--- config.mk ---
export PLATFORM = sky130hd
export DESIGN_NAME = rnr_top
export DESIGN_NICKNAME = d
export VERILOG_FILES = /design/src/rnr_pkg.sv /design/src/rnr_fifo.sv /design/src/rnr_rom.sv /design/src/rnr_top.sv
export VERILOG_INCLUDE_DIRS = /design/src
export SDC_FILE = /design/constraint.sdc
export NUM_CORES = 1
export LEC_CHECK = 0
export ABC_AREA = 1
export CORE_MARGIN = 8
export CORE_UTILIZATION = 35
export DETAILED_ROUTE_END_ITERATION = 12
export DONT_BUFFER_PORTS = 1
export MAX_ROUTING_LAYER = met4
export PLACE_DENSITY_LB_ADDON = 0.12
export SLEW_MARGIN = 5
export SYNTH_ARGS = -nofsm -noshare
export SYNTH_HDL_FRONTEND = slang
export SYNTH_SLANG_ARGS = --single-unit
--- constraint.sdc ---
create_clock -name clk_sys -period 4.75 [get_ports clk_sys]
set_input_delay 0.475 -clock clk_sys [delete_from_list [all_inputs] [get_ports clk_sys]]
set_output_delay 0.475 -clock clk_sys [all_outputs]
set_load 0.03 [all_outputs]
--- src/rnr_defines.svh ---
// Purpose: constants of the nibble-addressed serial ROM readout block
// Assumes: clk_sys at 100 MHz
// Notes: times are in ns; cycle counts derive from them
`ifndef RNR_DEFINES_SVH
`define RNR_DEFINES_SVH

`define RNR_ADDR_W 18
`define RNR_ROM_AW 14
`define RNR_WORD_W 8
`define RNR_FIFO_DEPTH 4
`define RNR_PIN_W 18

// address slice positions, first slice carries two bits only
`define RNR_SLICE_TOP 3'H0
`define RNR_SLICE_B 3'H1
`define RNR_SLICE_C 3'H2
`define RNR_SLICE_D 3'H3
`define RNR_SLICE_LAST 3'H4

// chip-select field and fixed code
`define RNR_CS_MSB 17
`define RNR_CS_LSB 14
`define RNR_CS_CODE 4'H0

// request pulses per serial word, last index
`define RNR_BIT_LAST 3'H7

`define RNR_CLK_NS 10
`define RNR_ACCESS_DELAY_NS 25600
`define RNR_ACCESS_CYC ((`RNR_ACCESS_DELAY_NS + `RNR_CLK_NS - 1) / `RNR_CLK_NS)
`define RNR_TIMER_W 12
// edges from an address move until the external byte is through the synchronisers
`define RNR_SETTLE_CYC 3

`endif

--- src/rnr_pkg.sv ---
// Purpose: types of the serial ROM readout block
// Assumes: constants live in rnr_defines.svh
// Notes: none
package rnr_pkg;
	typedef enum logic [2:0] {
		ST_IDLE = 3'H0,
		ST_SYNC = 3'H1,
		ST_FETCH = 3'H2,
		ST_PUSH = 3'H3,
		ST_WAIT = 3'H4
	} rnr_state_type;
	typedef logic [17:0] rnr_addr_type;
	typedef logic [7:0] rnr_word_type;
endpackage : rnr_pkg

--- src/rnr_fifo.sv ---
// Purpose: small word FIFO between fetch and presentation
// Assumes: DEPTH is a power of two
// Notes: flush empties it in one cycle
`timescale 1ns/1ps
module rnr_fifo #(
	parameter int WIDTH = 8,
	parameter int DEPTH = 4
) (
	input wire logic clk_sys, // system clock
	input wire logic nrst, // sync reset, active low
	input wire logic flush, // drop all words
	input wire logic in_valid, // write request
	output logic in_ready, // room for a word
	input wire logic [WIDTH-1:0] in_data, // write data
	output logic out_valid, // word available
	input wire logic out_ready, // consumer takes word
	output logic [WIDTH-1:0] out_data // head word
);
	localparam int AW = $clog2(DEPTH);
	logic [WIDTH-1:0] mem_q [DEPTH];
	logic [AW:0] wr_q;
	logic [AW:0] rd_q;
	wire push = in_valid & in_ready;
	wire pop = out_valid & out_ready;
	wire ptr_lap = wr_q[AW] != rd_q[AW];
	wire ptr_same = wr_q[AW-1:0] == rd_q[AW-1:0];

	assign in_ready = !(ptr_lap && ptr_same);
	assign out_valid = !(!ptr_lap && ptr_same);
	assign out_data = mem_q[rd_q[AW-1:0]];

	always_ff @(posedge clk_sys) begin
		if (!nrst || flush) begin
			wr_q <= '0;
			rd_q <= '0;
		end else begin
			if (push)
				wr_q <= wr_q + 1'b1;
			if (pop)
				rd_q <= rd_q + 1'b1;
		end
	end

	always_ff @(posedge clk_sys) begin
		if (push)
			mem_q[wr_q[AW-1:0]] <= in_data;
	end
endmodule : rnr_fifo

--- src/rnr_rom.sv ---
// Purpose: 128K-bit byte-wide storage array with registered read
// Assumes: contents fixed at build time
// Notes: contents stand in as a fixed pattern of the address
`timescale 1ns/1ps
`include "rnr_defines.svh"
module rnr_rom (
	input wire logic clk_sys, // system clock
	input wire logic rd_en, // read strobe
	input wire logic [`RNR_ROM_AW-1:0] rd_addr, // byte address
	output rnr_pkg::rnr_word_type rd_data // registered byte
);
	import rnr_pkg::*;
	// mask pattern: no file load, so a fixed mix of address bits
	wire rnr_word_type pattern = rd_addr[7:0] ^ {rd_addr[13:8], 2'H0} ^ 8'H5A;

	always_ff @(posedge clk_sys) begin
		if (rd_en)
			rd_data <= pattern;
	end
endmodule : rnr_rom

--- src/rnr_top.sv ---
// Purpose: readout logic of a 128K-bit ROM, nibble address load, serial or parallel read
// Assumes: all pins asynchronous to clk_sys; base clock far slower than clk_sys
// Notes: power-down holds the last presented data; counters cleared
// Overview of operation
// - each strobe latches one slice, most significant first; the first slice is 2 bits, the rest 4
// - readout starts when the fifth strobe pulse falls
// - request fall starts readout; first in parallel mode, eighth in serial mode
// - after access time, bit 0 on serial output, byte on parallel port
// - access delay is 25.6 us from start to valid data
// - each serial request pulse advances serial output to next higher bit; the eighth wraps it back to bit 0
// - nibble select puts bits 0-3 or 4-7 on low parallel lines
// - stored byte loads in parallel into a shift register, shifted out
// - address bits 14 to 17 compared with fixed chip-select code
// - on match, ROM read enabled and parallel port drives out
// - on mismatch, ROM read inhibited and parallel port becomes input
// - in input mode the external byte is shifted out serially
// - 18-bit address counter value driven on address outputs
// - storage holds 128K bits as bytes on low address bits
// - after power-down falls, a readout may start at any time
// - after delivery, next qualifying request reads the following address
// - power-down ignores strobe and request inputs and clears the four counters
`timescale 1ns/1ps
`include "rnr_defines.svh"
module rnr_top (
	input wire logic clk_sys, // system clock
	input wire logic nrst, // sync reset, active low
	input wire logic base_clock_in, // base clock from host
	input wire logic power_down, // power-down, active high
	input wire logic address_strobe, // address slice strobe
	input wire logic [3:0] addr_nibble_in, // address slice
	input wire logic data_request_pulse, // data request / shift clock
	input wire logic mode_sel, // low serial, high parallel
	input wire logic nibble_select, // low bits 0-3, high bits 4-7
	input wire logic [7:0] parallel_data_in, // parallel port input side
	output logic [7:0] parallel_data_out, // parallel port output side
	output logic parallel_data_oe, // parallel port drive enable
	output logic serial_data_out, // serial data
	output rnr_pkg::rnr_addr_type ext_addr_out, // external memory address
	output logic data_valid // presented data valid
);
	import rnr_pkg::*;

	// pin synchronisers, first stage read only by second
	logic [`RNR_PIN_W-1:0] pin_meta_q;
	logic [`RNR_PIN_W-1:0] pin_sync_q;
	wire [`RNR_PIN_W-1:0] pin_raw = {base_clock_in, power_down,
		address_strobe, data_request_pulse, mode_sel, nibble_select,
		addr_nibble_in, parallel_data_in};

	always_ff @(posedge clk_sys) begin
		if (!nrst) begin
			pin_meta_q <= '0;
			pin_sync_q <= '0;
		end else begin
			pin_meta_q <= pin_raw;
			pin_sync_q <= pin_meta_q;
		end
	end

	wire base_s = pin_sync_q[17];
	wire pd_s = pin_sync_q[16];
	wire stb_s = pin_sync_q[15];
	wire req_s = pin_sync_q[14];
	wire mode_s = pin_sync_q[13];
	wire nsel_s = pin_sync_q[12];
	wire [3:0] nib_s = pin_sync_q[11:8];
	wire [7:0] ext_s = pin_sync_q[7:0];

	// edge detection on synchronised levels
	logic base_prev_q;
	logic stb_prev_q;
	logic req_prev_q;

	always_ff @(posedge clk_sys) begin
		if (!nrst) begin
			base_prev_q <= 1'b0;
			stb_prev_q <= 1'b0;
			req_prev_q <= 1'b0;
		end else begin
			base_prev_q <= base_s;
			stb_prev_q <= stb_s;
			req_prev_q <= req_s;
		end
	end

	// strobe and request falls ignored while powered down
	wire base_rise = base_s & ~base_prev_q;
	wire stb_fall = stb_prev_q & ~stb_s & ~pd_s;
	wire req_fall = req_prev_q & ~req_s & ~pd_s;

	// state
	rnr_state_type state_q;
	rnr_state_type state_d;
	rnr_addr_type addr_q;
	rnr_addr_type addr_d;
	logic [2:0] stb_cnt_q;
	logic [2:0] req_cnt_q;
	logic [`RNR_TIMER_W-1:0] timer_q;
	logic delivered_q;
	logic src_rom_q;
	rnr_word_type ext_q;
	rnr_word_type word_q;
	rnr_word_type shift_q;
	logic data_valid_q;
	logic par_oe_q;
	rnr_word_type par_out_q;

	// start and advance decoding
	wire last_slice = stb_cnt_q == `RNR_SLICE_LAST;
	wire start_stb = stb_fall & last_slice;
	wire serial_mode = ~mode_s;
	wire req_last = req_cnt_q == `RNR_BIT_LAST;
	wire req_qual = req_fall & (mode_s | req_last);
	wire idle = state_q == ST_IDLE;
	wire start_rd = idle & (start_stb | req_qual);
	wire next_addr = req_qual & delivered_q & ~start_stb;
	wire cs_hit = addr_q[`RNR_CS_MSB:`RNR_CS_LSB] == `RNR_CS_CODE;

	// fetch path through the FIFO
	logic fifo_in_ready;
	logic fifo_out_valid;
	rnr_word_type fifo_out_data;
	rnr_word_type rom_data;
	wire rom_rd = (state_q == ST_FETCH) & src_rom_q;
	wire push_valid = state_q == ST_PUSH;
	wire timer_done = timer_q == '0;
	// a base rise right after the address moves would catch a stale external byte
	wire settled = timer_q <= `RNR_TIMER_W'(`RNR_ACCESS_CYC - 1 - `RNR_SETTLE_CYC);
	wire pop = (state_q == ST_WAIT) & timer_done & fifo_out_valid;
	// mismatch steers the external byte into the same path
	wire rnr_word_type fetched = src_rom_q ? rom_data : ext_q;
	wire rnr_addr_type addr_inc = addr_q + 18'H00001;

	rnr_rom u_rom (
		.clk_sys(clk_sys),
		.rd_en(rom_rd),
		.rd_addr(addr_q[`RNR_ROM_AW-1:0]),
		.rd_data(rom_data)
	);

	rnr_fifo #(
		.WIDTH(`RNR_WORD_W),
		.DEPTH(`RNR_FIFO_DEPTH)
	) u_fifo (
		.clk_sys(clk_sys),
		.nrst(nrst),
		.flush(pd_s),
		.in_valid(push_valid),
		.in_ready(fifo_in_ready),
		.in_data(fetched),
		.out_valid(fifo_out_valid),
		.out_ready(pop),
		.out_data(fifo_out_data)
	);

	// address counter: slice loads, then increments between words
	always_comb begin
		addr_d = addr_q;
		if (stb_fall) begin
			unique case (stb_cnt_q)
				`RNR_SLICE_TOP: addr_d[17:16] = nib_s[1:0];
				`RNR_SLICE_B: addr_d[15:12] = nib_s;
				`RNR_SLICE_C: addr_d[11:8] = nib_s;
				`RNR_SLICE_D: addr_d[7:4] = nib_s;
				`RNR_SLICE_LAST: addr_d[3:0] = nib_s;
				default: addr_d = addr_q;
			endcase
		end else if (next_addr && idle) begin
			addr_d = addr_inc;
		end
	end

	// read sequencer, paced by the base clock
	always_comb begin
		state_d = state_q;
		unique case (state_q)
			ST_IDLE: begin
				if (start_rd)
					state_d = ST_SYNC;
			end
			ST_SYNC: begin
				if (base_rise && settled)
					state_d = ST_FETCH;
			end
			ST_FETCH: state_d = ST_PUSH;
			ST_PUSH: begin
				if (fifo_in_ready)
					state_d = ST_WAIT;
			end
			ST_WAIT: begin
				if (pop)
					state_d = ST_IDLE;
			end
			default: state_d = ST_IDLE;
		endcase
	end

	always_ff @(posedge clk_sys) begin
		if (!nrst || pd_s) begin
			state_q <= ST_IDLE;
			addr_q <= '0;
			stb_cnt_q <= '0;
		end else begin
			state_q <= state_d;
			addr_q <= addr_d;
			if (stb_fall)
				stb_cnt_q <= last_slice ? 3'H0 : stb_cnt_q + 3'H1;
		end
	end

	// request counter: counts only in serial mode, wraps after eight
	always_ff @(posedge clk_sys) begin
		if (!nrst || pd_s) begin
			req_cnt_q <= '0;
		end else if (start_stb) begin
			req_cnt_q <= '0;
		end else if (req_fall && serial_mode) begin
			req_cnt_q <= req_cnt_q + 3'H1;
		end
	end

	// access timer, the read-pulse counter
	always_ff @(posedge clk_sys) begin
		if (!nrst || pd_s) begin
			timer_q <= '0;
		end else if (start_rd) begin
			timer_q <= `RNR_TIMER_W'(`RNR_ACCESS_CYC - 1);
		end else if (!timer_done) begin
			timer_q <= timer_q - `RNR_TIMER_W'(1);
		end
	end

	// source choice and external byte capture at fetch time
	always_ff @(posedge clk_sys) begin
		if (!nrst) begin
			src_rom_q <= 1'b0;
			ext_q <= '0;
		end else if (state_q == ST_SYNC && base_rise && settled) begin
			src_rom_q <= cs_hit;
			ext_q <= ext_s;
		end
	end

	// delivered flag: set by presentation, cleared by the next read
	always_ff @(posedge clk_sys) begin
		if (!nrst || pd_s) begin
			delivered_q <= 1'b0;
		end else if (pop) begin
			delivered_q <= 1'b1;
		end else if (start_rd) begin
			delivered_q <= 1'b0;
		end
	end

	// presented word and serial shifter; held through power-down
	always_ff @(posedge clk_sys) begin
		if (!nrst) begin
			word_q <= '0;
			shift_q <= '0;
		end else if (pop) begin
			word_q <= fifo_out_data;
			shift_q <= fifo_out_data;
		end else if (req_fall && serial_mode) begin
			// rotate so position wraps back to bit 0 after eight
			shift_q <= {shift_q[0], shift_q[7:1]};
		end
	end

	always_ff @(posedge clk_sys) begin
		if (!nrst) begin
			data_valid_q <= 1'b0;
		end else if (pop) begin
			data_valid_q <= 1'b1;
		end else if (start_rd || pd_s) begin
			data_valid_q <= 1'b0;
		end
	end

	// parallel port drive and nibble steering
	wire [3:0] low_lines = nsel_s ? word_q[7:4] : word_q[3:0];

	always_ff @(posedge clk_sys) begin
		if (!nrst) begin
			par_oe_q <= 1'b0;
			par_out_q <= '0;
		end else begin
			par_oe_q <= cs_hit;
			par_out_q <= {word_q[7:4], low_lines};
		end
	end

	assign parallel_data_out = par_out_q;
	assign parallel_data_oe = par_oe_q;
	assign serial_data_out = shift_q[0];
	assign ext_addr_out = addr_q;
	assign data_valid = data_valid_q;
endmodule : rnr_top
After elaboration in Yosys (flattened, before gate mapping)
Memory sizes are Yosys's and may differ from the RTL's. A register that Yosys moved wholly into a read port is not among the register bits.
Cells that the tools add are included.
- bitwise logic cells: 25
- $lt $le $gt $ge: 1
- mux-type cells: 27
- add/sub/neg operators: 6
- eq/ne operators: 21
- reduce and logical (&&, ||, !) cells: 29
- operators by type and width (cell ; number):
    18-bit 2-to-1 mux ; 2
    12-bit 2-to-1 mux ; 2
    8-bit 2-to-1 mux ; 3
    4-bit 2-to-1 mux ; 5
    18-bit by 1-bit adder with 18-bit output, second input constant ; 1
    1-bit bitwise AND ; 15
    3-bit 2-to-1 mux ; 5
    3-bit case mux with 5 select lines ; 1
    2-bit by 1-bit != test with 1-bit output, second input constant ; 7
    3-bit by 1-bit adder with 3-bit output, second input constant ; 4
    3-bit by 2-bit equality test with 1-bit output, second input constant ; 4
    12-bit <= comparator, second input constant ; 1
    12-bit logical NOT ; 1
    12-bit by 1-bit subtractor with 12-bit output, second input constant ; 1
    2-bit AND reduction ; 5
    3-bit equality test, second input constant ; 3
    2-bit nonzero test ; 4
    8-bit XOR ; 1
    1-bit logical AND ; 7
    3-bit by 1-bit equality test with 1-bit output, second input constant ; 2
    3-bit logical NOT ; 2
    1-bit 2-to-1 mux ; 6
    2-bit 2-to-1 mux ; 3
    2-bit != test, second input constant ; 3
    10 further kinds ; 21
- bits of input ports: 20
- register bits: 128
- memory bits (writable): 32
- logic and storage cells: 136
- output and inout port bits: 29
- memories: 1
- memories (name ; depth ; width ; rd ports ; clocked after Yosys merged registers in ; write ports ; RTL line ; RTL):
    u_fifo.mem_q ; 4 ; 8 ; 1 ; 1 ; 1 ; rnr_fifo.sv:20 ; logic [WIDTH-1:0] mem_q [DEPTH];

Longest topological paths before layout
Gate-level depths: netlist of run 1.
- depth after elaboration: 9
- mapped depth: 13
- gate-level depth less buffers: 13

By module
From an unflattened synthesis of run 1, not the netlist that was laid out.
- cells, all modules: 875
- area total of the unflattened synthesis: 7058.0 um2
- by module, submodules not included (module ; times used ; seq. area each (um2) ; cells each ; area each (um2)):
    rnr_top ; 1 ; 2282.2 ; 689 ; 5039.8
    rnr_fifo ; 1 ; 1121.1 ; 147 ; 1661.6
    rnr_rom ; 1 ; 240.2 ; 39 ; 356.6

Worst setup path before layout of run 1
Ideal clock, no wire load.
- path type: register to register
- start: register addr_q[1], in the netlist ext_addr_out[1]
- end: register addr_q[16], in the netlist ext_addr_out[16]
- library setup time: 118 ps
- required time: 4632 ps
- buffers on the path: 0
- arrival: 1526 ps
- setup slack: 3106 ps
- period minus slack after synthesis: 1644 ps
- stages on the path, launching flop included: 10
- path through: dfxtp_1 -> ha_1 -> nand2_1 -> nor2_2 -> inv_1 -> nor2_1 -> nand3_1 -> xor2_1 -> nand2_1 -> a21oi_1
- cells in the longest elaborated chain, start to end: 3
- ends and longest elaborated chain (item ; RTL line ; RTL):
    from (decl) ; rnr_top.sv:94 ; rnr_addr_type addr_q;
    from (signal assigned) ; rnr_top.sv:205 ; addr_q <= addr_d;
    18-bit by 1-bit adder with 18-bit output ; rnr_top.sv:132 ; wire rnr_addr_type addr_inc = addr_q + 18'H00001;
    18-bit 2-to-1 mux ; rnr_top.sv:168 ; end else if (next_addr && idle) begin
    18-bit 2-to-1 mux ; rnr_top.sv:159 ; if (stb_fall) begin
Every way passes these cells. The select of a mux whose other input is x is not followed.
A chain may end at the register's enable or synchronous reset.

Worst setup path after layout of run 1
- start: register stb_cnt_q[0]
- end: register timer_q[7]
- cells in the longest elaborated chain, start to end: 5
- elaborated cells between the ends (all ways): 6
- those cells by class: eq/ne (2); mux (1); bitwise (3)
- ends and longest elaborated chain (item ; RTL line ; RTL):
    from (decl) ; rnr_top.sv:96 ; logic [2:0] stb_cnt_q;
    from (signal assigned) ; rnr_top.sv:207 ; stb_cnt_q <= last_slice ? 3'H0 : stb_cnt_q + 3'H1;
    3-bit equality test * ; - ;
    1-bit bitwise AND * ; rnr_top.sv:110 ; wire start_stb = stb_fall & last_slice;
    1-bit OR * ; rnr_top.sv:115 ; wire start_rd = idle & (start_stb | req_qual);
    1-bit bitwise AND * ; rnr_top.sv:115 ;
    2-bit != test (no source line) or 12-bit 2-to-1 mux (tied branches) ; - ;
    to (signal assigned) ; rnr_top.sv:227 ; timer_q <= `RNR_TIMER_W'(`RNR_ACCESS_CYC - 1);
    to (signal assigned) ; rnr_top.sv:229 ; timer_q <= timer_q - `RNR_TIMER_W'(1);
    to (decl) ; rnr_top.sv:98 ; logic [`RNR_TIMER_W-1:0] timer_q;
Mark *: on every way between the ends. The rest lies on a longest branch, timed or not.

==> results of run 1 <==
==> worst max-delay path by stage <==
stage	startpoint	endpoint	slack [ns]	cells after the start
final	stb_cnt_q[0]$_SDFFE_PP0P_	timer_q[7]$_SDFFE_PP0P_	2.37	9
after global placement	req_cnt_q[0]$_SDFFE_PP0P_	timer_q[7]$_SDFFE_PP0P_	2.53	10
after detailed placement	stb_cnt_q[0]$_SDFFE_PP0P_	timer_q[7]$_SDFFE_PP0P_	2.42	9
after floorplan	ext_addr_out[1]$_SDFFE_PP0P_	ext_addr_out[16]$_SDFFE_PP0P_	3.11	9
after CTS	stb_cnt_q[0]$_SDFFE_PP0P_	timer_q[1]$_SDFFE_PP0P_	2.36	9
after global routing	stb_cnt_q[0]$_SDFFE_PP0P_	timer_q[1]$_SDFFE_PP0P_	2.14	9
==> sequential cells by signal, indices dropped and copies added (netlist names), named ones only <==
name               cells
u_fifo.mem_q          32
word_q                 8
u_fifo.wr_q            3
state_q                3
src_rom_q              1
pin_meta_q            18
ext_q                  8
req_prev_q             1
parallel_data_oe       1
base_prev_q            1
data_valid             1
delivered_q            1
pin_sync_q            18
req_cnt_q              3
shift_q                8
stb_cnt_q              3
u_fifo.rd_q            3
parallel_data_out      8
u_rom.rd_data          8
timer_q               12
stb_prev_q             1
ext_addr_out          18
==> logic make-up after synthesis <==
logic type	share of synthesized area
XOR/XNOR	0.0226
buffers and inverters	0.0821
adder cells (fa/ha/maj)	0.0269
AO/OA/AOI/OAI	0.113
flip-flops	0.523
AND/OR/NAND/NOR	0.232
==> layer usage <==
| metal | global-route usage | vias up | routed length [um] |
|---|---|---|---|
| li1 | - | 2694 | - |
| met4 | 0.0553 | 0 | 258 |
| met5 | - | - | 0 |
| met1 | 0.168 | 2423 | 7480 |
| met2 | 0.216 | 106 | 7150 |
| met3 | 0.0329 | 19 | 755 |
==> report_power, final <==
part | internal [mW] | leakage, nW | switching, mW
Clock | 0.819 | 0.310 | 0.586
Combinational | 0.213 | 1.73 | 0.367
Sequential | 1.49 | 1.37 | 0.0891
Total | 2.52 | 3.41 | 1.04
==> layout make-up <==
class / count / share of cell area
clock inverters: 12 / 0.0173
inverters: 113 / 0.0554
repair buffers: 1 / 0.000964
flip-flops and latches: 162 / 0.468
clock buffers: 20 / 0.0628
well taps: 265 / 0.0426
multi-input cells: 541 / 0.353
==> cells in the final DEF, fill, tap and decap left out, types with 3 or more instances in the layout <==
| cell | count |
|---|---|
| nand2_2 | 10 |
| o21ai_1 | 21 |
| nand4_1 | 6 |
| o22ai_1 | 4 |
| xor2_1 | 11 |
| inv_8 | 4 |
| nor2_4 | 6 |
| nor2_2 | 8 |
| inv_1 | 100 |
| o32ai_1 | 8 |
| edfxtp_1 | 40 |
| nand2_1 | 168 |
| or2_2 | 3 |
| clkinv_4 | 3 |
| nor3_1 | 7 |
| xnor2_1 | 7 |
| inv_2 | 11 |
| o21ai_0 | 55 |
| dfxtp_1 | 122 |
| clkbuf_16 | 19 |
| a21oi_1 | 53 |
| ha_1 | 15 |
| nor2_1 | 109 |
| nand3_1 | 31 |
==> stage by stage <==
step / power [mW] / cells / utilization / area (um^2) / hold WS (ns)
global placement: 2.18 / 1082 / 0.367 / 7170 / 0.398
global route: 3.77 / 1114 / 0.399 / 7790 / 0.140
floorplan: 2.08 / 843 / - / 6970 / 0.390
CTS: 3.60 / 1114 / 0.399 / 7790 / 0.128
finish: 3.56 / 1114 / 0.399 / 7790 / 0.151
detailed placement: 2.19 / 1082 / 0.367 / 7170 / 0.399
==> worst max-delay path, delay by kind of cell, from the launching register on <==
kind,cells,cell delay (ns)
AO/OA/AOI/OAI,3,1.21
adder cells (fa/ha/maj),1,0.23
buffers and inverters,3,0.23
flip-flops,1,0.39
AND/OR/NAND/NOR,2,0.22
==> results_dict.tcl, run 1 <==
set metrics [dict create \
    grt_pass1_wl_mm 25.9 \
    postRouteAntennaNets 0 \
    hold_violations 0 \
    crit_chain "inv_1 > ha_1 > nand2_1 > nand3b_1 > inv_1 > o21ai_1 > o21ai_0 > o21ai_0 > inv_1" \
    htreeDepth 4 \
    cts_resized 0 \
    pre_cts_ws_ns 2.42 \
    grt_overflow 0 \
    row_count 51 \
    hold_class "primary input to flip-flop" \
    max_freq_mhz 419 \
    yosys_warnings 0 \
    worstPathArrival_ns 2.70 \
    syn_area_mm2 0.00697 \
    async_flop_share 0 \
    maxCapViolCount 0 \
    min_from "parallel_data_in[0]" \
    yosysTopAreaCell "dfxtp_1" \
    synth-main-ff-cell "dfxtp_1" \
    worstMarginPinSlew_ns 0.965 \
    tritoncts "built" \
    clk_latency_ns 0.42 \
    crit_top_cell "inv_1" \
    grt_pass1_vias 5141 \
    die_x_um 157 \
    post-cts-setup-buffer-count 0 \
    synthesis.nets 878 \
    path_class "flip-flop to flip-flop" \
    netlist_instances 843 \
    dr.pass1.iters 5 \
    r2r-start "stb_cnt_q[0]$_SDFFE_PP0P_" \
    cts_buffer_depth 2 \
    hold_buffers 0 \
    rsz0062_at_grt "no" \
    drc_errors 0 \
    cellPowerDensity_mw_per_mm2 458 \
    cts-root-buf "clkbuf_16" \
    yosys-top-cells-area "dfxtp_1, edfxtp_1, nand2_1" \
    ys_seq_elements 162 \
    fin_ws_ns 2.37 \
    synth_common_cells "nand2_1, dfxtp_1, nor2_1" \
    seqCellArea_mm2 0.00364 \
    area_growth_pct 11.8 \
    relSlewSlack 0.352 \
    ff2ff_path_depth 9 \
    holdPathEnd "pin_meta_q[0]$_SDFF_PN0_" \
    cts_buffers 17 \
    hold_depth 2 \
    wl_per_cell_um 14.0 \
    cp.required_ns 5.07 \
    gp_congestion 0.841 \
    max_stage_delay_ns 0.75 \
    synth_cell_type_count 43 \
    cts.clk_slew.worst_paths_ns 0.07 \
    place_hpwl_mm 11.1 \
    coreArea_mm2 0.0195 \
    synth_edf_count 40 \
    r2r_end "timer_q[7]$_SDFFE_PP0P_" \
    p_leak_nw 3.41 \
    worstPathMaxFanout 13 \
    synthMostInstantiatedCell "nand2_1" \
    wl_mm 15.6 \
    dieArea_mm2 0.0247 \
    clock_skew_ns 0.0133 \
    end_kind "flip-flop" \
    cp-start-kind "flip-flop" \
    start_util 0.357 \
    grt_antenna_before_repair 0 \
    irDropWorstVdd_v 0.000235 \
    multi_input_area_mm2 0.00275 \
    avgSynthCellArea_um2 8.26 \
    grt_max_degree 66 \
    cpMaxStageDelayCell "o21ai_1" \
    post-route-period-util 0.502 \
    io_pins 49 \
    outcome "finished, final reports clean" \
    diodes 0 \
    fin_setup_tns_ns 0 \
    nNetsFinal 871 \
    vias 5242 \
    layout-drive-gt1-share 0.0978 \
    first_iter_violations 343 \
    viasPerCell 4.71 \
    io_buffers 0 \
    die_h_um 157 \
    fill_cells 2025 \
    setup_viol 0 \
    reg2reg_slack_ns 2.37 \
    ys_seq_area_frac 0.523 \
    slew_viol_final 0 \
    cts.sinks 162 \
    period_needed_ns 2.38 \
    grtUsageTotal 0.137 \
    synth_top_area_share 0.351 \
]
Note: power is estimated with default switching activity, not from simulation.
==> inputs of run 2 (changes only) <==
--- a/config.mk
+++ b/config.mk
@@ -6,7 +6,7 @@
 export SDC_FILE = /design/constraint.sdc
 export NUM_CORES = 1
 export LEC_CHECK = 0
-export ABC_AREA = 1
+export ABC_AREA = 0
 export CORE_MARGIN = 8
 export CORE_UTILIZATION = 35
 export DETAILED_ROUTE_END_ITERATION = 12
==> constraint.sdc (replaced) <==
create_clock -name clk_sys -period 2.2 [get_ports clk_sys]
set_input_delay 0.22 -clock clk_sys [delete_from_list [all_inputs] [get_ports clk_sys]]
set_output_delay 0.22 -clock clk_sys [all_outputs]
set_load 0.03 [all_outputs]
==> run 2 against run 1 <==
Area after synthesis shrank 4.4%. Critical path depth decreased by 2. Hold slack gained 0.0019 ns. Synthesized cell count fell by 27%. Flip-flop and latch count unchanged. Critical path type unchanged.
==> results_dict.tcl, run 2 <==
set metrics [dict create \
    outcome "finished, final reports clean" \
    r2r_end "ext_addr_out[13]$_SDFFE_PP0P_" \
    path_class "flip-flop to flip-flop" \
    cpMaxStageDelayCell "dfxtp_1" \
    viasPerCell 5.12 \
    hold_depth 2 \
    crit_chain "ha_1 > ha_1 > or2_2 > and4_1 > a21oi_2 > a21oi_1 > o221a_2" \
    crit_top_cell "ha_1" \
    yosys-top-cells-area "dfxtp_1, edfxtp_1, and2_1" \
    synthMostInstantiatedCell "dfxtp_1" \
    period_needed_ns 2.04 \
    syn_area_mm2 0.00666 \
    grtUsageTotal 0.142 \
    synth_common_cells "dfxtp_1, nand2_1, and2_1" \
    synth_edf_count 40 \
    synth_cell_type_count 62 \
    htreeDepth 4 \
    io_pins 49 \
    hold_violations 0 \
    avgSynthCellArea_um2 10.8 \
    worstPathMaxFanout 8 \
    synthesis.nets 653 \
    rsz0062_at_grt "yes" \
    die_x_um 154 \
    irDropWorstVdd_v 0.000496 \
    vias 4748 \
    row_count 50 \
    gp_congestion 0.898 \
    r2r-start "req_cnt_q[0]$_SDFFE_PP0P_" \
    clock_skew_ns 0.00882 \
    holdPathEnd "shift_q[6]$_SDFFE_PN0P_" \
    relSlewSlack 0.546 \
    cts.clk_slew.worst_paths_ns 0.07 \
    cts_buffers 17 \
    netlist_instances 618 \
    start_util 0.356 \
    ff2ff_path_depth 7 \
    largest_register_ffs 32 \
    cts.sinks 162 \
    fill_cells 1765 \
    ys_seq_elements 162 \
    grt_antenna_before_repair 0 \
    max_stage_delay_ns 0.32 \
    diodes 0 \
    async_flop_share 0 \
    tritoncts "built" \
    grt_pass1_wl_mm 25.6 \
    multi_input_area_mm2 0.00284 \
    min_from "nrst" \
    setup_viol 0 \
    yosys_warnings 0 \
    final_common_cell "dfxtp_1" \
    nNetsFinal 716 \
    coreArea_mm2 0.0187 \
    reg2reg_slack_ns 0.16 \
    dieArea_mm2 0.0237 \
    cts-root-buf "clkbuf_16" \
    die_h_um 154 \
    maxCapViolCount 0 \
    place_hpwl_mm 10.8 \
    final_core_util 0.431 \
    finalPower_mw 6.93 \
    area_growth_pct 21.1 \
    hold_class "primary input to flip-flop" \
    worstMarginPinSlew_ns 0.674 \
    cp.required_ns 2.52 \
    cellPowerDensity_mw_per_mm2 860 \
    io_buffers 0 \
    dr.pass1.iters 4 \
    postRouteAntennaNets 0 \
    whs_ns 0.153 \
    max_freq_mhz 491 \
    drc_errors 0 \
    cts_buffer_depth 2 \
    wl_per_cell_um 17.0 \
    end_kind "flip-flop" \
    ys_seq_area_frac 0.547 \
    slew_viol_final 0 \
    clk_latency_ns 0.42 \
    grt_max_degree 58 \
    synth_top_area_share 0.367 \
    wl_mm 15.8 \
    grt_overflow 0 \
    yosysTopAreaCell "dfxtp_1" \
    p_leak_nw 3.03 \
    layout-drive-gt1-share 0.146 \
    synth-main-ff-cell "dfxtp_1" \
    worstPathArrival_ns 2.35 \
    cp-start-kind "flip-flop" \
    first_iter_violations 277 \
    seqCellArea_mm2 0.00364 \
    post-route-period-util 0.925 \
    grt_pass1_vias 4768 \
    final_cell_mix "dfxtp_1, nand2_1, and2_1" \
]
-- run 2: power breakdown --
group | internal [mW] | leakage [nW] | switching, mW
combinational | 0.401 | 1.39 | 0.437
clock | 1.55 | 0.277 | 1.29
sequential | 3.14 | 1.36 | 0.114
-- run 2: worst max path at each step --
stage                                         start                             to  cells after the start
after floorplan             timer_q[0]$_SDFFE_PP0P_        shift_q[0]$_SDFFE_PN0P_                      7
after global placement    stb_cnt_q[0]$_SDFFE_PP0P_        timer_q[2]$_SDFFE_PP0P_                      7
after detailed placement  stb_cnt_q[0]$_SDFFE_PP0P_        timer_q[3]$_SDFFE_PP0P_                      7
after CTS                 stb_cnt_q[0]$_SDFFE_PP0P_        timer_q[3]$_SDFFE_PP0P_                      7
after global routing      req_cnt_q[0]$_SDFFE_PP0P_  ext_addr_out[12]$_SDFFE_PP0P_                      7
final                     req_cnt_q[0]$_SDFFE_PP0P_  ext_addr_out[13]$_SDFFE_PP0P_                      7
-- run 2: layout make-up --
type / instances / share of cell area
clock buffer: 18 / 0.0558
clock inverter: 14 / 0.0152
inverter: 12 / 0.00558
multi-input combinational: 414 / 0.353
sequential: 162 / 0.452
tap: 234 / 0.0363
timing repair buffer: 74 / 0.0828
-- run 2: per-layer routing --
metal / up-vias / GRT usage / routed length [um]
met5: - / - / 0
met4: 0 / 0.0602 / 371
met3: 24 / 0.0426 / 751
met2: 106 / 0.217 / 7320
met1: 2292 / 0.172 / 7360
li1: 2326 / - / -
-- run 2: repair_timing --
item / 4_1_cts / 5_1_grt
endpoints found under the hold margin: 73 / 0
resized for setup: 0 / 2
setup endpoints to repair: 0 / 12
buffers inserted: 0 / 0
hold buffers: 36 / 0
-- run 2: stage by stage --
| stage | setup WS (ns) | TNS [ns] | cells | cell area [um^2] |
|---|---|---|---|---|
| 4_1_cts | 0.0190 | 0 | 928 | 8060 |
| 3_5_place_dp | 0.0395 | 0 | 860 | 7110 |
| 6_report | 0.164 | 0 | 928 | 8070 |
| 5_1_grt | -0.0127 | -0.0127 | 928 | 8070 |
| 2_1_floorplan | 0.219 | 0 | 618 | 6660 |
| 3_3_place_gp | 0.0697 | 0 | 860 | 7110 |
-- run 2: cells by family (layout without fill, tap and decap cells) --
logic type	Yosys count	count (layout)	share of synthesized area
AO/OA/AOI/OAI	111	111	0.112
XOR/XNOR	19	19	0.0250
adder cells (fa/ha/maj)	15	15	0.0282
buffers and inverters	42	118	0.0280
flip-flops	162	162	0.547
multiplexers	40	40	0.0767
AND/OR/NAND/NOR	229	229	0.183
-- run 2: worst max-delay path: cells and delay by family (launching register included) --
family,cells,cell delay [ns]
fa+ha+maj,2,0.37
compound gates,3,0.65
simple gates,2,0.59
flops,1,0.32
==> inputs of run 3 (changes only) <==
--- a/config.mk
+++ b/config.mk
@@ -16,4 +16,5 @@
 export SLEW_MARGIN = 5
 export SYNTH_ARGS = -nofsm -noshare
 export SYNTH_HDL_FRONTEND = slang
+export SYNTH_HIERARCHICAL = 1
 export SYNTH_SLANG_ARGS = --single-unit
==> run 3 against run 2 <==
Hold slack lost 0.11 ns. Global-route usage grew 0.45 points. Combinational power grew 5.0%. Critical path depth grew 2. Sequential power shrank 2%. Cell area grew 4.9%.
==> results_dict.tcl, run 3 <==
set metrics [dict create \
    irDropWorstVdd_v 0.000588 \
    drc_errors 0 \
    dieArea_mm2 0.0246 \
    fin_cells 979 \
    grt_pass1_wl_mm 26.8 \
    synth_top_area_share 0.351 \
    period_needed_ns 2.05 \
    cts.sinks 162 \
    maxCapViolCount 0 \
    clock_skew_ns 0.0117 \
    vias 4989 \
    grt_use_met2 0.248 \
    die_x_um 157 \
    synthMuxAreaShare 0.0850 \
    nNetsFinal 736 \
    layout-drive-gt1-share 0.161 \
    fill_cells 1867 \
    path_class "flip-flop to flip-flop" \
    tritoncts "built" \
    synth-main-ff-cell "dfxtp_1" \
    io_buffers 0 \
    synth_common_cells "dfxtp_1, and2_1, nand2_1" \
    grt_overflow 0 \
    synth_compound_area_frac 0.111 \
    relSlewSlack 0.528 \
    cellPowerDensity_mw_per_mm2 844 \
    viasPerCell 5.10 \
    outcome "finished, final reports clean" \
    postRouteAntennaNets 0 \
    whs_ns 0.0398 \
    synth_edf_count 40 \
    synthXorXnorAreaFrac 0.0239 \
    p_leak_nw 3.26 \
    cts_buffer_depth 2 \
    r2r-start "timer_q[0]$_SDFFE_PP0P_" \
    cp-start-kind "flip-flop" \
    gp_congestion 0.866 \
    synthesis.nets 670 \
    coreArea_mm2 0.0195 \
    die_h_um 157 \
    grt_use_met1 0.164 \
    multi_input_area_mm2 0.00314 \
    first_iter_violations 241 \
    synth_top_family_by_area "simple AND/OR/NAND/NOR gates" \
    final_core_util 0.435 \
    cts-root-buf "clkbuf_16" \
    diodes 0 \
    worstPathArrival_ns 2.37 \
    grt_max_degree 62 \
    async_flop_share 0 \
    start_util 0.357 \
    grt_util_met3 0.0365 \
    min_from "nrst" \
    htreeDepth 4 \
    final_cell_mix "dfxtp_1, and2_1, nand2_1" \
    setup_viol 0 \
    ys_seq_area_frac 0.524 \
    cp.required_ns 2.52 \
    cts.clk_slew.worst_paths_ns 0.07 \
    final_common_cell "dfxtp_1" \
    worstMarginPinSlew_ns 0.706 \
    seqCellArea_mm2 0.00364 \
    synth_cell_type_count 66 \
    slew_viol_final 0 \
    wl_per_cell_um 17.5 \
    row_count 51 \
    hold_violations 0 \
    dr.pass1.iters 5 \
    grt_pass1_vias 4913 \
    max_freq_mhz 487 \
    ys_seq_elements 162 \
    rsz0062_at_grt "no" \
    syn_area_mm2 0.00695 \
    yosys-top-cells-area "dfxtp_1, edfxtp_1, mux2i_1" \
    avgSynthCellArea_um2 10.9 \
    synthSimpleGateAreaFrac 0.201 \
    fin_setup_tns_ns 0 \
    end_kind "flip-flop" \
    area_growth_pct 21.7 \
    io_pins 49 \
    yosysTopAreaCell "dfxtp_1" \
    synth_fa_ha_area_frac 0.0270 \
    synthMostInstantiatedCell "dfxtp_1" \
    grtUsageTotal 0.147 \
    netlist_instances 635 \
    cts_buffers 17 \
    yosys_warnings 6 \
    numPlacedInstances 916 \
    worstPathMaxFanout 26 \
    post-route-period-util 0.934 \
    setup.worst_path.start "timer_q[0]$_SDFFE_PP0P_" \
    busiest_layer "met2" \
    wl_mm 17.2 \
    grt_antenna_before_repair 0 \
    place_hpwl_mm 11.9 \
    clk_latency_ns 0.42 \
    hold_class "primary input to flip-flop" \
    largest_register_ffs 32 \
]
==> run 3: final timing paths <==
| kind | slack, ns | end | depth (start not counted) |
|---|---|---|---|
| hold / removal | 0.04 | src_rom_q$_SDFFE_PN0P_ | 3 |
| hold reg to reg | 0.43 | pin_sync_q[14]$_SDFF_PN0_ | 1 |
| setup reg to reg | 0.15 | word_q[3]$_SDFFE_PN0N_ | 9 |
| setup / recovery | 0.15 | word_q[3]$_SDFFE_PN0N_ | 9 |
==> run 3: cell families (layout without fill, tap and decap cells) <==
logic type,Yosys count,count (layout)
and+or+nand+nor,239,239
DFF,162,162
AOI/OAI and AO/OA,112,112
muxes,48,48
buffers and inverters,40,119
xor gates and xnor gates,19,19
adders and majority gates,15,15
==> run 3: critical path: stages (launching register included) <==
cell and delay [ns]:
dfxtp_1 0.31, inv_1 0.07, ha_1 0.18, buf_4 0.12
nor4b_1 0.38, nand4_1 0.19, or2_1 0.27, buf_12 0.17
mux2i_1 0.17, nor2b_1 0.06
==> run 3: power breakdown <==
group	total (mW)	internal, mW	switching [mW]
Clock	3.05	1.72	1.33
Sequential	3.21	3.14	0.0726
Combinational	0.880	0.420	0.460
Total	7.14	5.28	1.86
==> run 3: timing repair <==
item / 4_1_cts / 5_1_grt
endpoints found under the setup margin: 10 / 1
buffers inserted: 1 / 0
gates cloned: 0 / 0
resized for setup: 2 / 1
endpoints found under the hold margin: 71 / 0
hold buffers: 30 / 0
==> run 3: per-stage QoR <==
stage,power [mW],worst slack [ns],area (um^2)
global placement,4.05,0.0292,7500
finish,7.14,0.145,8460
global route,7.44,0.00192,8460
detailed placement,4.06,-0.0752,7500
floorplan,3.84,0.0189,6960
CTS,7.20,0.155,8450
==> run 3: metal layers <==
metal	part of all wire	wire length, um
met1	0.43	7310
met2	0.51	8680
met3	0.050	862
met4	0.018	316
met5	0	0
==> run 3: area by class of cell <==
class                      count  area share
multi-input combinational    433       0.372
sequential                   162       0.431
tap                          265      0.0392
inverter                       9     0.00399
clock buffer                  19      0.0549
timing repair buffer          78      0.0808
clock inverter                13      0.0188
